===== src/common/octal_parity_pkg.sv =====
// Constants and types for the octal link parity and reset block
package octal_parity_pkg;

	// Configuration register two addresses and fields
	localparam logic [31:0] CFG2_PARITY_ADDR = 32'h40000000;
	localparam int PARITY_EN_BIT = 3;
	localparam logic [31:0] CFG2_CHECK_ADDR = 32'h00000500;
	localparam int CHUNK_SEL_LSB = 0;
	localparam int CHECK_INV_BIT = 2;

	// Values after reset
	localparam logic PARITY_EN_N_RST = 1'b1;
	localparam logic [1:0] CHUNK_SEL_RST = 2'h0;
	localparam logic CHECK_INV_RST = 1'b0;

	// Frame layout in byte slots
	localparam logic [2:0] CMD_LAST_DTR = 3'h1;
	localparam logic [2:0] CMD_LAST_STR = 3'h0;
	localparam logic [2:0] ADDR_LAST = 3'h3;
	localparam logic [2:0] CHECK_LAST = 3'h1;

	// Chunk of 16 bytes, doubled per step of the size field
	localparam logic [7:0] CHUNK_BASE_LAST = 8'h0F;

	typedef enum logic [1:0] {
		OP_ARRAY_WRITE,
		OP_ARRAY_READ,
		OP_REG_WRITE,
		OP_REG_READ
	} opKind_e;

	// Pins seen from the device, all outside the clock domain
	typedef struct packed {
		logic sclk;
		logic csN;
		logic resetN;
		logic [7:0] data;
	} linkIn_s;

	// Configuration register write
	typedef struct packed {
		logic stb;
		logic [31:0] addr;
		logic [7:0] data;
	} cfgWrite_s;

endpackage


===== src/rtl/octal_parity_reset.sv =====
// Transfer parity check and reset handling of a single- and double-rate octal flash interface
`timescale 1ns/1ps
module octal_parity_reset
	import octal_parity_pkg::*;
(
	// Clock and supply-level reset
	input wire logic clk,
	input wire logic rst,
	// Link pins
	input wire logic sclk,
	input wire logic csN,
	input wire logic resetPinN,
	input wire logic [7:0] octalIn,
	output logic [7:0] octalOut,
	output logic octalOe,
	// Mode and one-time parity cell
	input wire logic dtrMode,
	input wire logic otpParityN,
	output logic otpProgram,
	output logic parityActive,
	// Configuration writes and command kind
	input wire cfgWrite_s cfgWrite,
	input wire opKind_e opKind,
	// Array and register data
	output logic [7:0] progByte,
	output logic progByteStb,
	output logic progCommit,
	output logic progAbort,
	input wire logic [7:0] readData,
	output logic readNext,
	input wire logic [7:0] regReadData,
	output logic [7:0] regWriteData,
	output logic regWriteStb,
	// Status and reset effects
	input wire logic welSet,
	input wire logic welClr,
	input wire logic wipSet,
	input wire logic wipClr,
	output logic write_enable_latch_bit,
	output logic write_in_progress_bit,
	output logic opTerminate,
	output logic fastBootStart
);

	typedef enum logic [2:0] {PH_IDLE, PH_CMD, PH_ADDR, PH_ACHK, PH_DATA, PH_DCHK, PH_REGINV,
		PH_DONE} phase_e;

	linkIn_s pinNow, s1_r, s2_r, s3_r, pin_r, pinNxt;
	logic sclkEdge, sclkRise, csFall, csRise, byteTake, pinReset, isRead;
	logic parityEnN_r, otpLoaded_r, chunkInv_r, frameParity_r, frameDtr_r, bad_r;
	logic [1:0] chunkSel_r;
	logic [7:0] chunkLast_r, chunkCnt_r, addrXor_r, dataXor_r, regData_r, rxByte, chunkLastNow;
	logic [31:0] addr_r;
	logic [2:0] cnt_r;
	logic fastBootPend_r;
	opKind_e kind_r;
	phase_e phase_r;

	assign pinNow = '{sclk: sclk, csN: csN, resetN: resetPinN, data: octalIn};

	// Three-stage sampling; a change counts once stages two and three agree
	always_ff @(posedge clk or posedge rst) begin
		if (rst) begin
			s1_r <= '{sclk: 1'b0, csN: 1'b1, resetN: 1'b1, data: 8'h00};
			s2_r <= '{sclk: 1'b0, csN: 1'b1, resetN: 1'b1, data: 8'h00};
			s3_r <= '{sclk: 1'b0, csN: 1'b1, resetN: 1'b1, data: 8'h00};
			pin_r <= '{sclk: 1'b0, csN: 1'b1, resetN: 1'b1, data: 8'h00};
		end else begin
			s1_r <= pinNow;
			s2_r <= s1_r;
			s3_r <= s2_r;
			pin_r <= pinNxt;
		end
	end

	for (genvar gi = 0; gi < $bits(linkIn_s); gi++) begin : gFilter
		assign pinNxt[gi] = (s2_r[gi] == s3_r[gi]) ? s3_r[gi] : pin_r[gi];
	end

	assign sclkEdge = pinNxt.sclk != pin_r.sclk;
	assign sclkRise = sclkEdge & pinNxt.sclk;
	assign csFall = pin_r.csN & ~pinNxt.csN;
	assign csRise = ~pin_r.csN & pinNxt.csN;
	assign pinReset = ~pin_r.resetN;
	assign rxByte = pinNxt.data;
	// Single-rate frames use rising edges only
	assign byteTake = ~pin_r.csN & ~pinNxt.csN & ~pinReset & ~csFall
		& (sclkRise | (sclkEdge & frameDtr_r));
	assign isRead = (kind_r == OP_ARRAY_READ) || (kind_r == OP_REG_READ);
	assign chunkLastNow = ((CHUNK_BASE_LAST + 8'h01) << chunkSel_r) - 8'h01;
	assign parityActive = dtrMode & ~parityEnN_r;

	// One-time parity cell: loaded after release, only ever cleared
	always_ff @(posedge clk or posedge rst) begin
		if (rst) begin
			parityEnN_r <= PARITY_EN_N_RST;
			otpLoaded_r <= 1'b0;
			otpProgram <= 1'b0;
		end else begin
			otpLoaded_r <= 1'b1;
			otpProgram <= 1'b0;
			if (!otpLoaded_r) begin
				parityEnN_r <= otpParityN;
			end else if (cfgWrite.stb && !pinReset && cfgWrite.addr == CFG2_PARITY_ADDR
				&& !cfgWrite.data[PARITY_EN_BIT] && parityEnN_r) begin
				parityEnN_r <= 1'b0;
				otpProgram <= 1'b1;
			end
		end
	end

	// Volatile check settings return to defaults on either reset
	always_ff @(posedge clk or posedge rst) begin
		if (rst) begin
			chunkSel_r <= CHUNK_SEL_RST;
			chunkInv_r <= CHECK_INV_RST;
		end else if (pinReset) begin
			chunkSel_r <= CHUNK_SEL_RST;
			chunkInv_r <= CHECK_INV_RST;
		end else if (cfgWrite.stb && cfgWrite.addr == CFG2_CHECK_ADDR) begin
			chunkSel_r <= cfgWrite.data[CHUNK_SEL_LSB +: 2];
			chunkInv_r <= cfgWrite.data[CHECK_INV_BIT];
		end
	end

	// Write latch and busy: set wins over clear, both cleared by resets
	always_ff @(posedge clk or posedge rst) begin
		if (rst) begin
			write_enable_latch_bit <= 1'b0;
			write_in_progress_bit <= 1'b0;
		end else if (pinReset) begin
			write_enable_latch_bit <= 1'b0;
			write_in_progress_bit <= 1'b0;
		end else begin
			write_enable_latch_bit <= welSet | (write_enable_latch_bit & ~welClr);
			write_in_progress_bit <= wipSet | (write_in_progress_bit & ~wipClr);
		end
	end

	// Reset pin side effects
	always_ff @(posedge clk or posedge rst) begin
		if (rst) begin
			opTerminate <= 1'b0;
			fastBootStart <= 1'b0;
			fastBootPend_r <= 1'b0;
		end else begin
			opTerminate <= pin_r.resetN & ~pinNxt.resetN & write_in_progress_bit;
			fastBootStart <= 1'b0;
			if (pinReset) begin
				fastBootPend_r <= 1'b1;
			end else if (csFall && fastBootPend_r) begin
				fastBootPend_r <= 1'b0;
				fastBootStart <= 1'b1;
			end
		end
	end

	// Frame sequencer; dummy cycles are not modelled, data follows the address checks or, without parity, the address
	always_ff @(posedge clk or posedge rst) begin
		if (rst) begin
			phase_r <= PH_IDLE;
			kind_r <= OP_ARRAY_WRITE;
			cnt_r <= 3'h0;
			frameParity_r <= 1'b0;
			frameDtr_r <= 1'b0;
			chunkLast_r <= CHUNK_BASE_LAST;
			chunkCnt_r <= 8'h00;
			addr_r <= 32'h0;
			addrXor_r <= 8'h00;
			dataXor_r <= 8'h00;
			regData_r <= 8'h00;
			bad_r <= 1'b0;
			octalOut <= 8'h00;
			octalOe <= 1'b0;
			progByte <= 8'h00;
			progByteStb <= 1'b0;
			progCommit <= 1'b0;
			progAbort <= 1'b0;
			readNext <= 1'b0;
			regWriteData <= 8'h00;
			regWriteStb <= 1'b0;
		end else begin
			progByteStb <= 1'b0;
			progCommit <= 1'b0;
			progAbort <= 1'b0;
			readNext <= 1'b0;
			regWriteStb <= 1'b0;
			if (pinReset) begin
				phase_r <= PH_IDLE;
				octalOe <= 1'b0;
			end else if (csFall) begin
				phase_r <= PH_CMD;
				kind_r <= opKind;
				cnt_r <= 3'h0;
				frameParity_r <= parityActive;
				frameDtr_r <= dtrMode;
				chunkLast_r <= chunkLastNow;
				chunkCnt_r <= 8'h00;
				addrXor_r <= 8'h00;
				bad_r <= 1'b0;
			end else if (csRise) begin
				phase_r <= PH_IDLE;
				octalOe <= 1'b0;
				if (kind_r == OP_ARRAY_WRITE && phase_r != PH_IDLE) begin
					// In a parity frame, an incomplete chunk or any mismatch refuses the program
					if (frameParity_r && (bad_r || phase_r != PH_DATA || chunkCnt_r != 8'h00)) begin
						progAbort <= 1'b1;
					end else begin
						progCommit <= 1'b1;
					end
				end
			end else if (byteTake) begin
				cnt_r <= cnt_r + 3'h1;
				unique case (phase_r)
					PH_IDLE, PH_DONE: begin
						cnt_r <= 3'h0;
					end
					PH_CMD: begin
						if (cnt_r == (frameDtr_r ? CMD_LAST_DTR : CMD_LAST_STR)) begin
							phase_r <= PH_ADDR;
							cnt_r <= 3'h0;
						end
					end
					PH_ADDR: begin
						addr_r <= {addr_r[23:0], rxByte};
						addrXor_r <= addrXor_r ^ rxByte;
						if (cnt_r == ADDR_LAST) begin
							cnt_r <= 3'h0;
							if (frameParity_r) begin
								phase_r <= PH_ACHK;
							end else begin
								phase_r <= PH_DATA;
								if (isRead) begin
									octalOe <= 1'b1;
									octalOut <= (kind_r == OP_REG_READ) ? regReadData : readData;
									regData_r <= regReadData;
									readNext <= kind_r == OP_ARRAY_READ;
								end
							end
						end
					end
					PH_ACHK: begin
						if (cnt_r == 3'h0 && rxByte != addrXor_r) begin
							bad_r <= 1'b1;
						end
						if (cnt_r == CHECK_LAST) begin
							cnt_r <= 3'h0;
							phase_r <= PH_DATA;
							if ((addr_r[7:0] & chunkLast_r) != 8'h00) begin
								bad_r <= 1'b1;
							end
							if (isRead) begin
								octalOe <= 1'b1;
								octalOut <= (kind_r == OP_REG_READ) ? regReadData : readData;
								regData_r <= regReadData;
								dataXor_r <= readData;
								readNext <= kind_r == OP_ARRAY_READ;
							end
						end
					end
					PH_DATA: begin
						unique case (kind_r)
							OP_ARRAY_WRITE: begin
								progByte <= rxByte;
								progByteStb <= 1'b1;
								dataXor_r <= (chunkCnt_r == 8'h00) ? rxByte : dataXor_r ^ rxByte;
								chunkCnt_r <= (chunkCnt_r == chunkLast_r) ? 8'h00 : chunkCnt_r + 8'h01;
								if (frameParity_r && chunkCnt_r == chunkLast_r) begin
									phase_r <= PH_DCHK;
									cnt_r <= 3'h0;
								end
							end
							OP_REG_WRITE: begin
								regData_r <= rxByte;
								phase_r <= frameParity_r ? PH_REGINV : PH_DONE;
								if (!frameParity_r) begin
									regWriteData <= rxByte;
									regWriteStb <= 1'b1;
								end
							end
							OP_REG_READ: begin
								if (frameParity_r) begin
									phase_r <= PH_REGINV;
									octalOut <= ~regData_r;
								end else begin
									phase_r <= PH_DONE;
									octalOe <= 1'b0;
								end
							end
							OP_ARRAY_READ: begin
								if (frameParity_r && chunkCnt_r == chunkLast_r) begin
									phase_r <= PH_DCHK;
									cnt_r <= 3'h0;
									chunkCnt_r <= 8'h00;
									octalOut <= dataXor_r;
								end else begin
									chunkCnt_r <= (chunkCnt_r == chunkLast_r) ? 8'h00 : chunkCnt_r + 8'h01;
									octalOut <= readData;
									dataXor_r <= dataXor_r ^ readData;
									readNext <= 1'b1;
								end
							end
						endcase
					end
					PH_DCHK: begin
						if (isRead) begin
							if (cnt_r == 3'h0) begin
								octalOut <= chunkInv_r ? ~dataXor_r : dataXor_r;
							end else begin
								phase_r <= PH_DATA;
								octalOut <= readData;
								dataXor_r <= readData;
								readNext <= 1'b1;
							end
						end else begin
							if (cnt_r == 3'h0 && rxByte != dataXor_r) begin
								bad_r <= 1'b1;
							end
							if (cnt_r == CHECK_LAST) begin
								phase_r <= PH_DATA;
							end
						end
					end
					PH_REGINV: begin
						phase_r <= PH_DONE;
						octalOe <= 1'b0;
						// Write lands only when its inverted copy agrees
						if (!isRead && rxByte == ~regData_r && !bad_r) begin
							regWriteData <= regData_r;
							regWriteStb <= 1'b1;
						end
					end
				endcase
			end
		end
	end

	AST_STR_NO_PARITY: assert property (@(posedge clk) disable iff (rst)
		csFall && !pinReset && !dtrMode |=> !frameParity_r)
		else $error("Parity active in a single-rate frame");

	AST_OTP_WRITE: assert property (@(posedge clk) disable iff (rst)
		otpLoaded_r && cfgWrite.stb && !pinReset && cfgWrite.addr == CFG2_PARITY_ADDR
		&& !cfgWrite.data[PARITY_EN_BIT] |=> !parityEnN_r)
		else $error("Parity enable write of zero not taken");

	AST_OTP_STICKY: assert property (@(posedge clk) disable iff (rst)
		otpLoaded_r && !parityEnN_r |=> !parityEnN_r [*8])
		else $error("Parity enable returned to one");

	AST_HIZ_IN_RESET: assert property (@(posedge clk) disable iff (rst)
		pinReset |=> !octalOe)
		else $error("Data lines driven during pin reset");

	AST_RESET_DEFAULTS: assert property (@(posedge clk) disable iff (rst)
		pinReset |=> !write_enable_latch_bit && !write_in_progress_bit && chunkSel_r == CHUNK_SEL_RST && phase_r == PH_IDLE)
		else $error("Pin reset left volatile state set");

	AST_FAST_BOOT: assert property (@(posedge clk) disable iff (rst)
		csFall && !pinReset && fastBootPend_r |=> fastBootStart ##1 !fastBootStart)
		else $error("Fast boot not started on first select");

	AST_TERMINATE: assert property (@(posedge clk) disable iff (rst)
		write_in_progress_bit && pin_r.resetN && !pinNxt.resetN |=> opTerminate ##1 !write_in_progress_bit)
		else $error("Busy operation not terminated by pin reset");

	AST_PROG_ABORT: assert property (@(posedge clk) disable iff (rst)
		csRise && !pinReset && kind_r == OP_ARRAY_WRITE && frameParity_r && bad_r
		&& phase_r != PH_IDLE |=> progAbort && !progCommit)
		else $error("Faulty program not aborted");

	AST_ADDR_CHECK: assert property (@(posedge clk) disable iff (rst)
		byteTake && !csRise && phase_r == PH_ACHK && cnt_r == 3'h0 && rxByte != addrXor_r
		|=> bad_r)
		else $error("Address check mismatch not flagged");

	AST_REG_READ_INV: assert property (@(posedge clk) disable iff (rst)
		byteTake && !csRise && phase_r == PH_DATA && kind_r == OP_REG_READ && frameParity_r
		|=> octalOe && octalOut == ~$past(octalOut) && phase_r == PH_REGINV)
		else $error("Inverted register read cycle missing");

	AST_CHECK_FORM: assert property (@(posedge clk) disable iff (rst)
		byteTake && !csRise && phase_r == PH_DCHK && isRead && cnt_r == 3'h0
		|=> octalOut == (chunkInv_r ? ~$past(octalOut) : $past(octalOut)))
		else $error("Check byte output form wrong");

endmodule


===== config.mk =====
export PLATFORM = sky130hd
export DESIGN_NAME = octal_parity_reset
export DESIGN_NICKNAME = d
export VERILOG_FILES = /design/src/common/octal_parity_pkg.sv /design/src/rtl/octal_parity_reset.sv
export SDC_FILE = /design/constraint.sdc
export NUM_CORES = 1
export LEC_CHECK = 0
export BUFFER_PORTS_ARGS = -buffer_cell sky130_fd_sc_hd__buf_4
export CAP_MARGIN = 20
export CELL_PAD_IN_SITES_DETAIL_PLACEMENT = 1
export CELL_PAD_IN_SITES_GLOBAL_PLACEMENT = 2
export CORE_ASPECT_RATIO = 0.75
export CORE_MARGIN = 1.5
export CORE_UTILIZATION = 32
export DETAILED_ROUTE_END_ITERATION = 10
export PLACE_DENSITY_LB_ADDON = 0.1
export SYNTH_ARGS = -nofsm -noshare
export SYNTH_HDL_FRONTEND = slang
export SYNTH_SLANG_ARGS = --single-unit

===== constraint.sdc =====
create_clock -name clk -period 3.9 [get_ports clk]
set_input_delay 0.39 -clock clk [delete_from_list [all_inputs] [get_ports clk]]
set_output_delay 0.39 -clock clk [all_outputs]
set_load 0.05 [all_outputs]

==> PnR_summary.wiki, run 1 <==
{| class="wikitable"
! Metric !! Value
|-
| Combined area of all synthesized cells || 0.00728 sq mm
|-
| Final HPWL from detailed placement || 17100 microns
|-
| Count of flip-flops with a built-in enable after synthesis || 0
|-
| Main combinational cell family by area after synthesis || compound AO/OA/AOI/OAI gates
|-
| Simple-gate area share of the yosys netlist || 17.2%
|-
| Quantity of gates resized following cts || 0
|-
| Number of routed nets with antenna violations || 0
|-
| Worst min-delay path class || in -> reg
|-
| Cells after synthesis || 771
|-
| Number of global-route vias before repair || 6843
|-
| Number of standard cells in the final layout excluding fillers || 1187
|-
| Hold Path Stages || 1
|-
| Critical path peak fanout || 8
|-
| Ports || 114
|-
| Row count || 47
|-
| Critical path startpoint category || register
|-
| DRC marker count from the first detailed-route iteration || 450
|-
| Critical path data required time || 4.20 ns
|-
| Critical register-to-register path startpoint || s2_r[10]
|-
| Average cell area after synthesis || 9.44 sq um
|-
| Worst Path Class, Setup || reg -> reg
|-
| Number of buffers between clock root and the deepest sink || 2
|-
| Worst reg2reg path depth || 9
|-
| Max-Cap Viols || 0
|-
| Fraction of the core area covered by cells at the end of the flow || 40.9%
|-
| Post-detailed-route wirelength per cell || 20.0 microns
|-
| Via density per instance || 5.41
|-
| Result of the run || finished, final reports clean
|-
| Root buffer selected by CTS || sky130_fd_sc_hd__clkbuf_16
|-
| Final-report max-slew violation count || 0
|-
| Placer Congestion || 0.828
|-
| Nets@finish || 969
|-
| Rel. slew slack || 23.2%
|-
| Maximum number of pins on one net before global-route repair || 106
|-
| Sequential share of the synthesized area || 47.6%
|-
| CTS tree || done
|-
| Achievable frequency || 331 MHz
|-
| Placed Cells || 1155
|-
| Arrival time worst endpoint || 3.32 ns
|-
| Detailed-routing iteration count for the pre-antenna-repair pass || 5
|-
| Total clock buffers created by CTS || 17
|-
| Critical path's slowest cell || sky130_fd_sc_hd__nor4_1
|-
| Post-Synth Adder-Cell Area || 2.17%
|-
| Final wirelength || 23700 microns
|-
| Share of synthesized flip-flops with an asynchronous set or reset || 100%
|-
| Worst Hold Launch || octalIn[4]
|-
| Most common cell after layout, fill and taps aside || sky130_fd_sc_hd__buf_4
|-
| Hold-fix buffers, CTS || 0
|-
| Area of all placed cells without fillers || 0.00907 sq mm
|-
| Commonest cells after routing, fill and taps aside || 131 x sky130_fd_sc_hd__buf_4, 129 x sky130_fd_sc_hd__dfrtp_1, 93 x sky130_fd_sc_hd__o21ai_0
|-
| Pwr per Cell Area || 568 mW/mm^2
|-
| Clock insertion delay at the later pin of the skew report || 0.43 ns
|-
| Capture endpoint of the worst hold path || s1_r[4]
|-
| Post-CTS clock slew at the launch and capture registers of the worst setup and hold paths || 0.06 ns
|-
| Unique masters post-synth || 75
|-
| Number of failing hold endpoints at the final stage || 0
|-
| Via total after detailed routing || 6421
|-
| Placeable Area || 0.0222 sq mm
|-
| Endpoint kind of the worst setup timing path || register
|-
| Growth of design area from synthesis to finish || 24.5%
|-
| Number of port buffers || 109
|-
| Final setup viols || 0
|-
| Mux contribution to synthesized area || 5.23%
|-
| Worst reg-to-reg setup slack || 0.88 ns
|-
| Vertical die dimension || 134 microns
|-
| Share of final-layout standard cells stronger than drive strength 1 || 24.1%
|-
| Top flip-flop cell by instance count after synthesis || sky130_fd_sc_hd__dfrtp_1
|-
| First-pass GRT wire length || 38300 microns
|-
| Unrepaired setup endpoints after global routing || no
|-
| Slew of the pin with the lowest slew margin || 1.14 ns
|-
| Synthesized flop and latch total || 138
|-
| Die Footprint || 0.0237 sq mm
|-
| Initial antenna violation count || 0
|-
| Share of the clock period used by the worst path after layout || 77.4%
|-
| Worst path cell trace || maj3_1 > ha_1 > nor2b_1 > o21ai_0 > nor4_1 > o2111a_1 > buf_4 > mux2i_1 > o21ai_0
|-
| Starting density of the core || 32.8%
|-
| XOR/XNOR share of the synthesized area || 3.61%
|-
| Post-synthesis compound-gate area fraction || 20.5%
|-
| Remaining global-route overflow || 0
|-
| Worst IR Drop VDD || 0.000317 V
|-
| Destination of the worst register-to-register timing path || octalOut[0]
|-
| Final routed DRC violation total || 0
|-
| Number of levels in the clock H-tree || 4
|-
| Clk sinks || 138
|-
| Setup TNS after final layout || 0 ns
|-
| Overall Global Routing Usage || 21.2%
|-
| Most frequent CP cell || sky130_fd_sc_hd__o21ai_0
|-
| Die X-Extent || 177 microns
|-
| Final critical-path required period || 3.02 ns
|-
| Antenna cells || 0
|-
| Startpoint of the most critical setup path || s2_r[10]
|-
| Count of yosys warnings during synthesis || 0
|-
| Worst clock skew || 0.0104 ns
|-
| Post-CTS setup repair buffer count || 0
|-
| Dpl cell area || 0.00848 sq mm
|-
| Largest stage delay on the critical path || 0.57 ns
|-
| Static leakage power || 3.96 nW
|-
| Mapped Nets || 860
|}
area by class of cell:
class / instances / area [sq um]
clock buffers: 18 / 439
flip-flops and latches: 138 / 3460
well taps: 294 / 368
clock inverters: 14 / 144
inverters: 24 / 98.8
fillers: 2498 / 13100
multi-input cells: 567 / 3550
repair buffers: 132 / 1000
layer usage:
metal,track usage [%],routed length [microns],vias to the layer above
met3,4.39,907,18
met5,0,0,-
li1,-,-,2994
met4,5.13,253,0
met1,29.9,11700,3284
met2,33.3,10900,125
sequential cells by signal, indices dropped and copies added, names as in the netlist, 2 cells and up:
register / count
pin_r: 11
s1_r: 11
kind_r: 2
octalOut: 8
chunkCnt_r: 8
dataXor_r: 8
regWriteData: 8
progByte: 8
cnt_r: 3
s2_r: 11
phase_r: 3
addrXor_r: 8
regData_r: 8
s3_r: 11
addr_r: 7
chunkLast_r: 3
chunkSel_r: 2
how the worst max path moves through the flow:
stage / slack (ns) / cells past startpoint / endpoint
floorplan: 1.29 / 8 / regWriteData[0]
global placement: 0.98 / 10 / regData_r[6]
detailed placement: 0.89 / 9 / regData_r[1]
CTS: 0.88 / 10 / regData_r[3]
global route: 0.54 / 9 / regData_r[7]
finish: 0.88 / 9 / octalOut[0]
synth_stat cells, types with 10 or more instances:
master / number / area (sq um)
sky130_fd_sc_hd__o211ai_1: 10 / 75.1
sky130_fd_sc_hd__inv_1: 23 / 86.3
sky130_fd_sc_hd__nand3_1: 24 / 120
sky130_fd_sc_hd__a221o_1: 10 / 100
sky130_fd_sc_hd__mux2i_1: 11 / 110
sky130_fd_sc_hd__nand2_1: 77 / 289
sky130_fd_sc_hd__a21oi_1: 48 / 240
sky130_fd_sc_hd__nor3_1: 18 / 90.1
sky130_fd_sc_hd__dfrtp_1: 129 / 3230
sky130_fd_sc_hd__a31oi_1: 12 / 75.1
sky130_fd_sc_hd__nor2b_1: 17 / 106
sky130_fd_sc_hd__nand2b_1: 11 / 68.8
sky130_fd_sc_hd__ha_1: 11 / 138
sky130_fd_sc_hd__clkbuf_1: 31 / 116
sky130_fd_sc_hd__xnor2_1: 22 / 193
sky130_fd_sc_hd__nor2_1: 59 / 221
sky130_fd_sc_hd__mux2_2: 23 / 259
sky130_fd_sc_hd__o21ai_0: 93 / 465
report_power, final:
group,internal (mW),switching (mW),leakage [nW]
combinational,0.587,0.913,1.96
sequential,1.66,0.372,1.71
clock,0.959,0.662,0.287
metrics by stage:
stage	hold slack, ns	setup WS [ns]	power, mW
floorplan	0.331	1.29	2.96
global placement	0.332	0.985	3.46
CTS	0.0465	0.878	5.19
global route	0.0426	0.540	5.46
finish	0.0665	0.880	5.15
detailed placement	0.336	0.893	3.54
critical path, delay by kind of cell (launching register included):
| kind | cells | cell delay (ns) |
|---|---|---|
| AO/OA/AOI/OAI | 3 | 0.66 |
| adder cells (fa/ha/maj) | 2 | 0.67 |
| buffers and inverters | 1 | 0.23 |
| flip-flops | 1 | 0.38 |
| multiplexers | 1 | 0.24 |
| AND/OR/NAND/NOR | 2 | 0.71 |
logic make-up (layout without fill, tap and decap cells):
logic type	Yosys count	count (layout)
adders and majority gates	13	13
muxes	35	35
DFF	138	138
and+or+nand+nor	252	252
other	1	1
buffers and inverters	66	188
xor gates and xnor gates	30	30
AOI/OAI and AO/OA	236	236
Power figures use the tool's default switching activity.
==> inputs of run 2 (changes only) <==
clock period = 2.5 ns   (was 3.9 ns; I/O delays follow)
==> PnR_summary.wiki, run 2 (synthesis results as in run 1) <==
{| class="wikitable"
! Metric !! Value
|-
| Worst IR Drop VDD || 0.000514 V
|-
| Vertical die dimension || 134 microns
|-
| Slew of the pin with the lowest slew margin || 0.868 ns
|-
| Via total after detailed routing || 6689
|-
| Antenna cells || 0
|-
| Startpoint of the most critical setup path || s2_r[10]
|-
| Placeable Area || 0.0222 sq mm
|-
| Die Footprint || 0.0237 sq mm
|-
| Nets@finish || 1040
|-
| Logic gate share of total power || 33.5%
|-
| Area of all placed cells without fillers || 0.00988 sq mm
|-
| Detailed-routing iteration count for the pre-antenna-repair pass || 4
|-
| Cell-internal power || 5.27 mW
|-
| Number of fill cells in the layout || 2513
|-
| Number of port buffers || 109
|-
| Placer Congestion || 0.876
|-
| Final wirelength || 25300 microns
|-
| Post-CTS clock slew at the launch and capture registers of the worst setup and hold paths || 0.06 ns
|-
| Number of failing hold endpoints at the final stage || 0
|-
| Growth of design area from synthesis to finish || 35.8%
|-
| Row count || 47
|-
| Endpoint kind of the worst setup timing path || register
|-
| Static leakage power || 4.35 nW
|-
| Result of the run || finished, final reports clean
|-
| Total clock buffers created by CTS || 17
|-
| Critical path data required time || 2.81 ns
|-
| Clock insertion delay at the later pin of the skew report || 0.44 ns
|-
| Clock network fraction of total power || 29.8%
|-
| Met2 track demand over resource || 33.9%
|-
| Clk sinks || 138
|-
| Initial antenna violation count || 1
|-
| Critical path startpoint category || register
|-
| Area of the multi-input gates || 0.00370 sq mm
|-
| Post-detailed-route wirelength per cell || 20.1 microns
|-
| Destination of the worst register-to-register timing path || octalOut[0]
|-
| Sequential cell area || 0.00346 sq mm
|-
| Pwr per Cell Area || 856 mW/mm^2
|-
| Remaining global-route overflow || 0
|-
| Maximum number of pins on one net before global-route repair || 81
|-
| Die X-Extent || 177 microns
|-
| Via density per instance || 5.32
|-
| Net Sw Power || 3.20 mW
|-
| CTS tree || done
|-
| Worst clock skew || 0.00574 ns
|-
| Number of levels in the clock H-tree || 4
|-
| Max-Cap Viols || 0
|-
| Final-report max-slew violation count || 0
|-
| First-pass GRT wire length || 39700 microns
|-
| Rel. slew slack || 41.9%
|-
| Final routed DRC violation total || 0
|-
| Overall Global Routing Usage || 22.1%
|-
| Number of routed nets with antenna violations || 0
|-
| Fraction of the core area covered by cells at the end of the flow || 44.6%
|-
| Critical path peak fanout || 5
|-
| Number of global-route vias before repair || 7101
|-
| Critical path destination || octalOut[0]
|-
| Worst min-delay path class || in -> reg
|-
| Number of buffers between clock root and the deepest sink || 2
|-
| Proportion of power drawn by flip-flops and latches || 36.8%
|-
| Share of final-layout standard cells stronger than drive strength 1 || 30.0%
|-
| Arrival time worst endpoint || 2.81 ns
|-
| Most common cell after layout, fill and taps aside || sky130_fd_sc_hd__buf_4
|-
| Starting density of the core || 32.8%
|-
| Root buffer selected by CTS || sky130_fd_sc_hd__clkbuf_16
|-
| DRC marker count from the first detailed-route iteration || 336
|-
| Final critical-path required period || 2.50 ns
|-
| Layer with the highest usage after global routing || met2
|-
| Critical register-to-register path startpoint || s2_r[10]
|-
| Final setup viols || 0
|-
| Ports || 114
|-
| Worst reg-to-reg setup slack || 0.005 ns
|-
| Unrepaired setup endpoints after global routing || yes
|-
| Met3 Track Usage GR || 3.25%
|-
| Dpl cell area || 0.00889 sq mm
|-
| Fraction of power spent switching nets || 37.8%
|-
| Worst Path Class, Setup || reg -> reg
|-
| Worst reg2reg path depth || 10
|-
| Final HPWL from detailed placement || 18100 microns
|-
| Achievable frequency || 401 MHz
|-
| Share of the clock period used by the worst path after layout || 99.8%
|-
| Commonest cells after routing, fill and taps aside || 177 x sky130_fd_sc_hd__buf_4, 129 x sky130_fd_sc_hd__dfrtp_1, 80 x sky130_fd_sc_hd__o21ai_0
|-
| Met1 GRT Util || 31.9%
|}
-- run 2: cell types whose count changed in the layout (fill, tap and decap cells not counted), sizes merged --
| cell | previous run | this run |
|---|---|---|
| buf | 132 | 190 |
| dlygate4sd3 | 0 | 12 |
| clkbuf | 18 | 21 |
| inv | 25 | 23 |
| clkinv | 8 | 7 |
-- run 2: repair_timing --
action | CTS | global route
setup endpoints to repair | 51 | 58
hold endpoints to repair | 82 | 0
gates cloned | 1 | 1
hold buffers | 12 | 0
resized for setup | 23 | 27
setup buffers | 8 | 3
pin swaps | 9 | 8
-- run 2: layout make-up --
type	count	share of cell area (%)
clock buffers	20	4.52
clock inverters	11	1.23
inverters	24	1.00
multi-input cells	567	37.4
flip-flops and latches	138	35.1
well taps	294	3.72
repair buffers	203	17.0
-- run 2: worst min-delay path by stage --
stage	to	slack, ns	cells after the start	from
after floorplan	s1_r[8]	0.25	0	resetPinN
after global placement	s2_r[6]	0.33	0	s1_r[6]
after detailed placement	s2_r[3]	0.34	0	s1_r[3]
after CTS	write_enable_latch_bit	0.01	2	welSet
after global routing	write_enable_latch_bit	0.03	2	welSet
final	write_enable_latch_bit	0.03	2	welSet
-- run 2: layer usage --
metal  routed length (microns)  share of wire, %
met1                     12600                50
met2                     11500                45
met3                       796               3.1
met4                       415               1.6
met5                         0                 0
-- run 2: worst max-delay path: stages (launching register included) --
cell and delay, ns:
sky130_fd_sc_hd__dfrtp_1 0.39, sky130_fd_sc_hd__maj3_2 0.35, sky130_fd_sc_hd__ha_4 0.23, sky130_fd_sc_hd__nor2b_4 0.12, sky130_fd_sc_hd__buf_6 0.11, sky130_fd_sc_hd__o21ai_4 0.06, sky130_fd_sc_hd__nor4_4 0.30, sky130_fd_sc_hd__o2111a_2 0.34
sky130_fd_sc_hd__buf_6 0.15, sky130_fd_sc_hd__mux2i_1 0.21, sky130_fd_sc_hd__o21ai_1 0.10
-- run 2: metrics by stage --
step           setup WS, ns  setup TNS (ns)  cells  power, mW  hold WS (ns)
3_5_place_dp         -0.323           -6.08   1201       5.81         0.336
2_1_floorplan        0.0150               0    771       4.62         0.254
5_1_grt             -0.0805           -1.12   1257       8.93        0.0320
3_3_place_gp         -0.148           -3.41   1201       5.71         0.334
6_report            0.00454               0   1257       8.46        0.0264
4_1_cts            -0.00291        -0.00291   1253       8.44        0.0107
-- run 2: power groups by stage --
| stage | logic, mW | registers (mW) | clock network [mW] |
|---|---|---|---|
| 2_1_floorplan | 1.56 | 3.06 | 0 |
| 3_3_place_gp | 2.60 | 3.11 | 0 |
| 3_5_place_dp | 2.68 | 3.13 | 0 |
| 4_1_cts | 2.77 | 3.10 | 2.58 |
| 5_1_grt | 3.09 | 3.17 | 2.66 |
| 6_report | 2.83 | 3.11 | 2.52 |
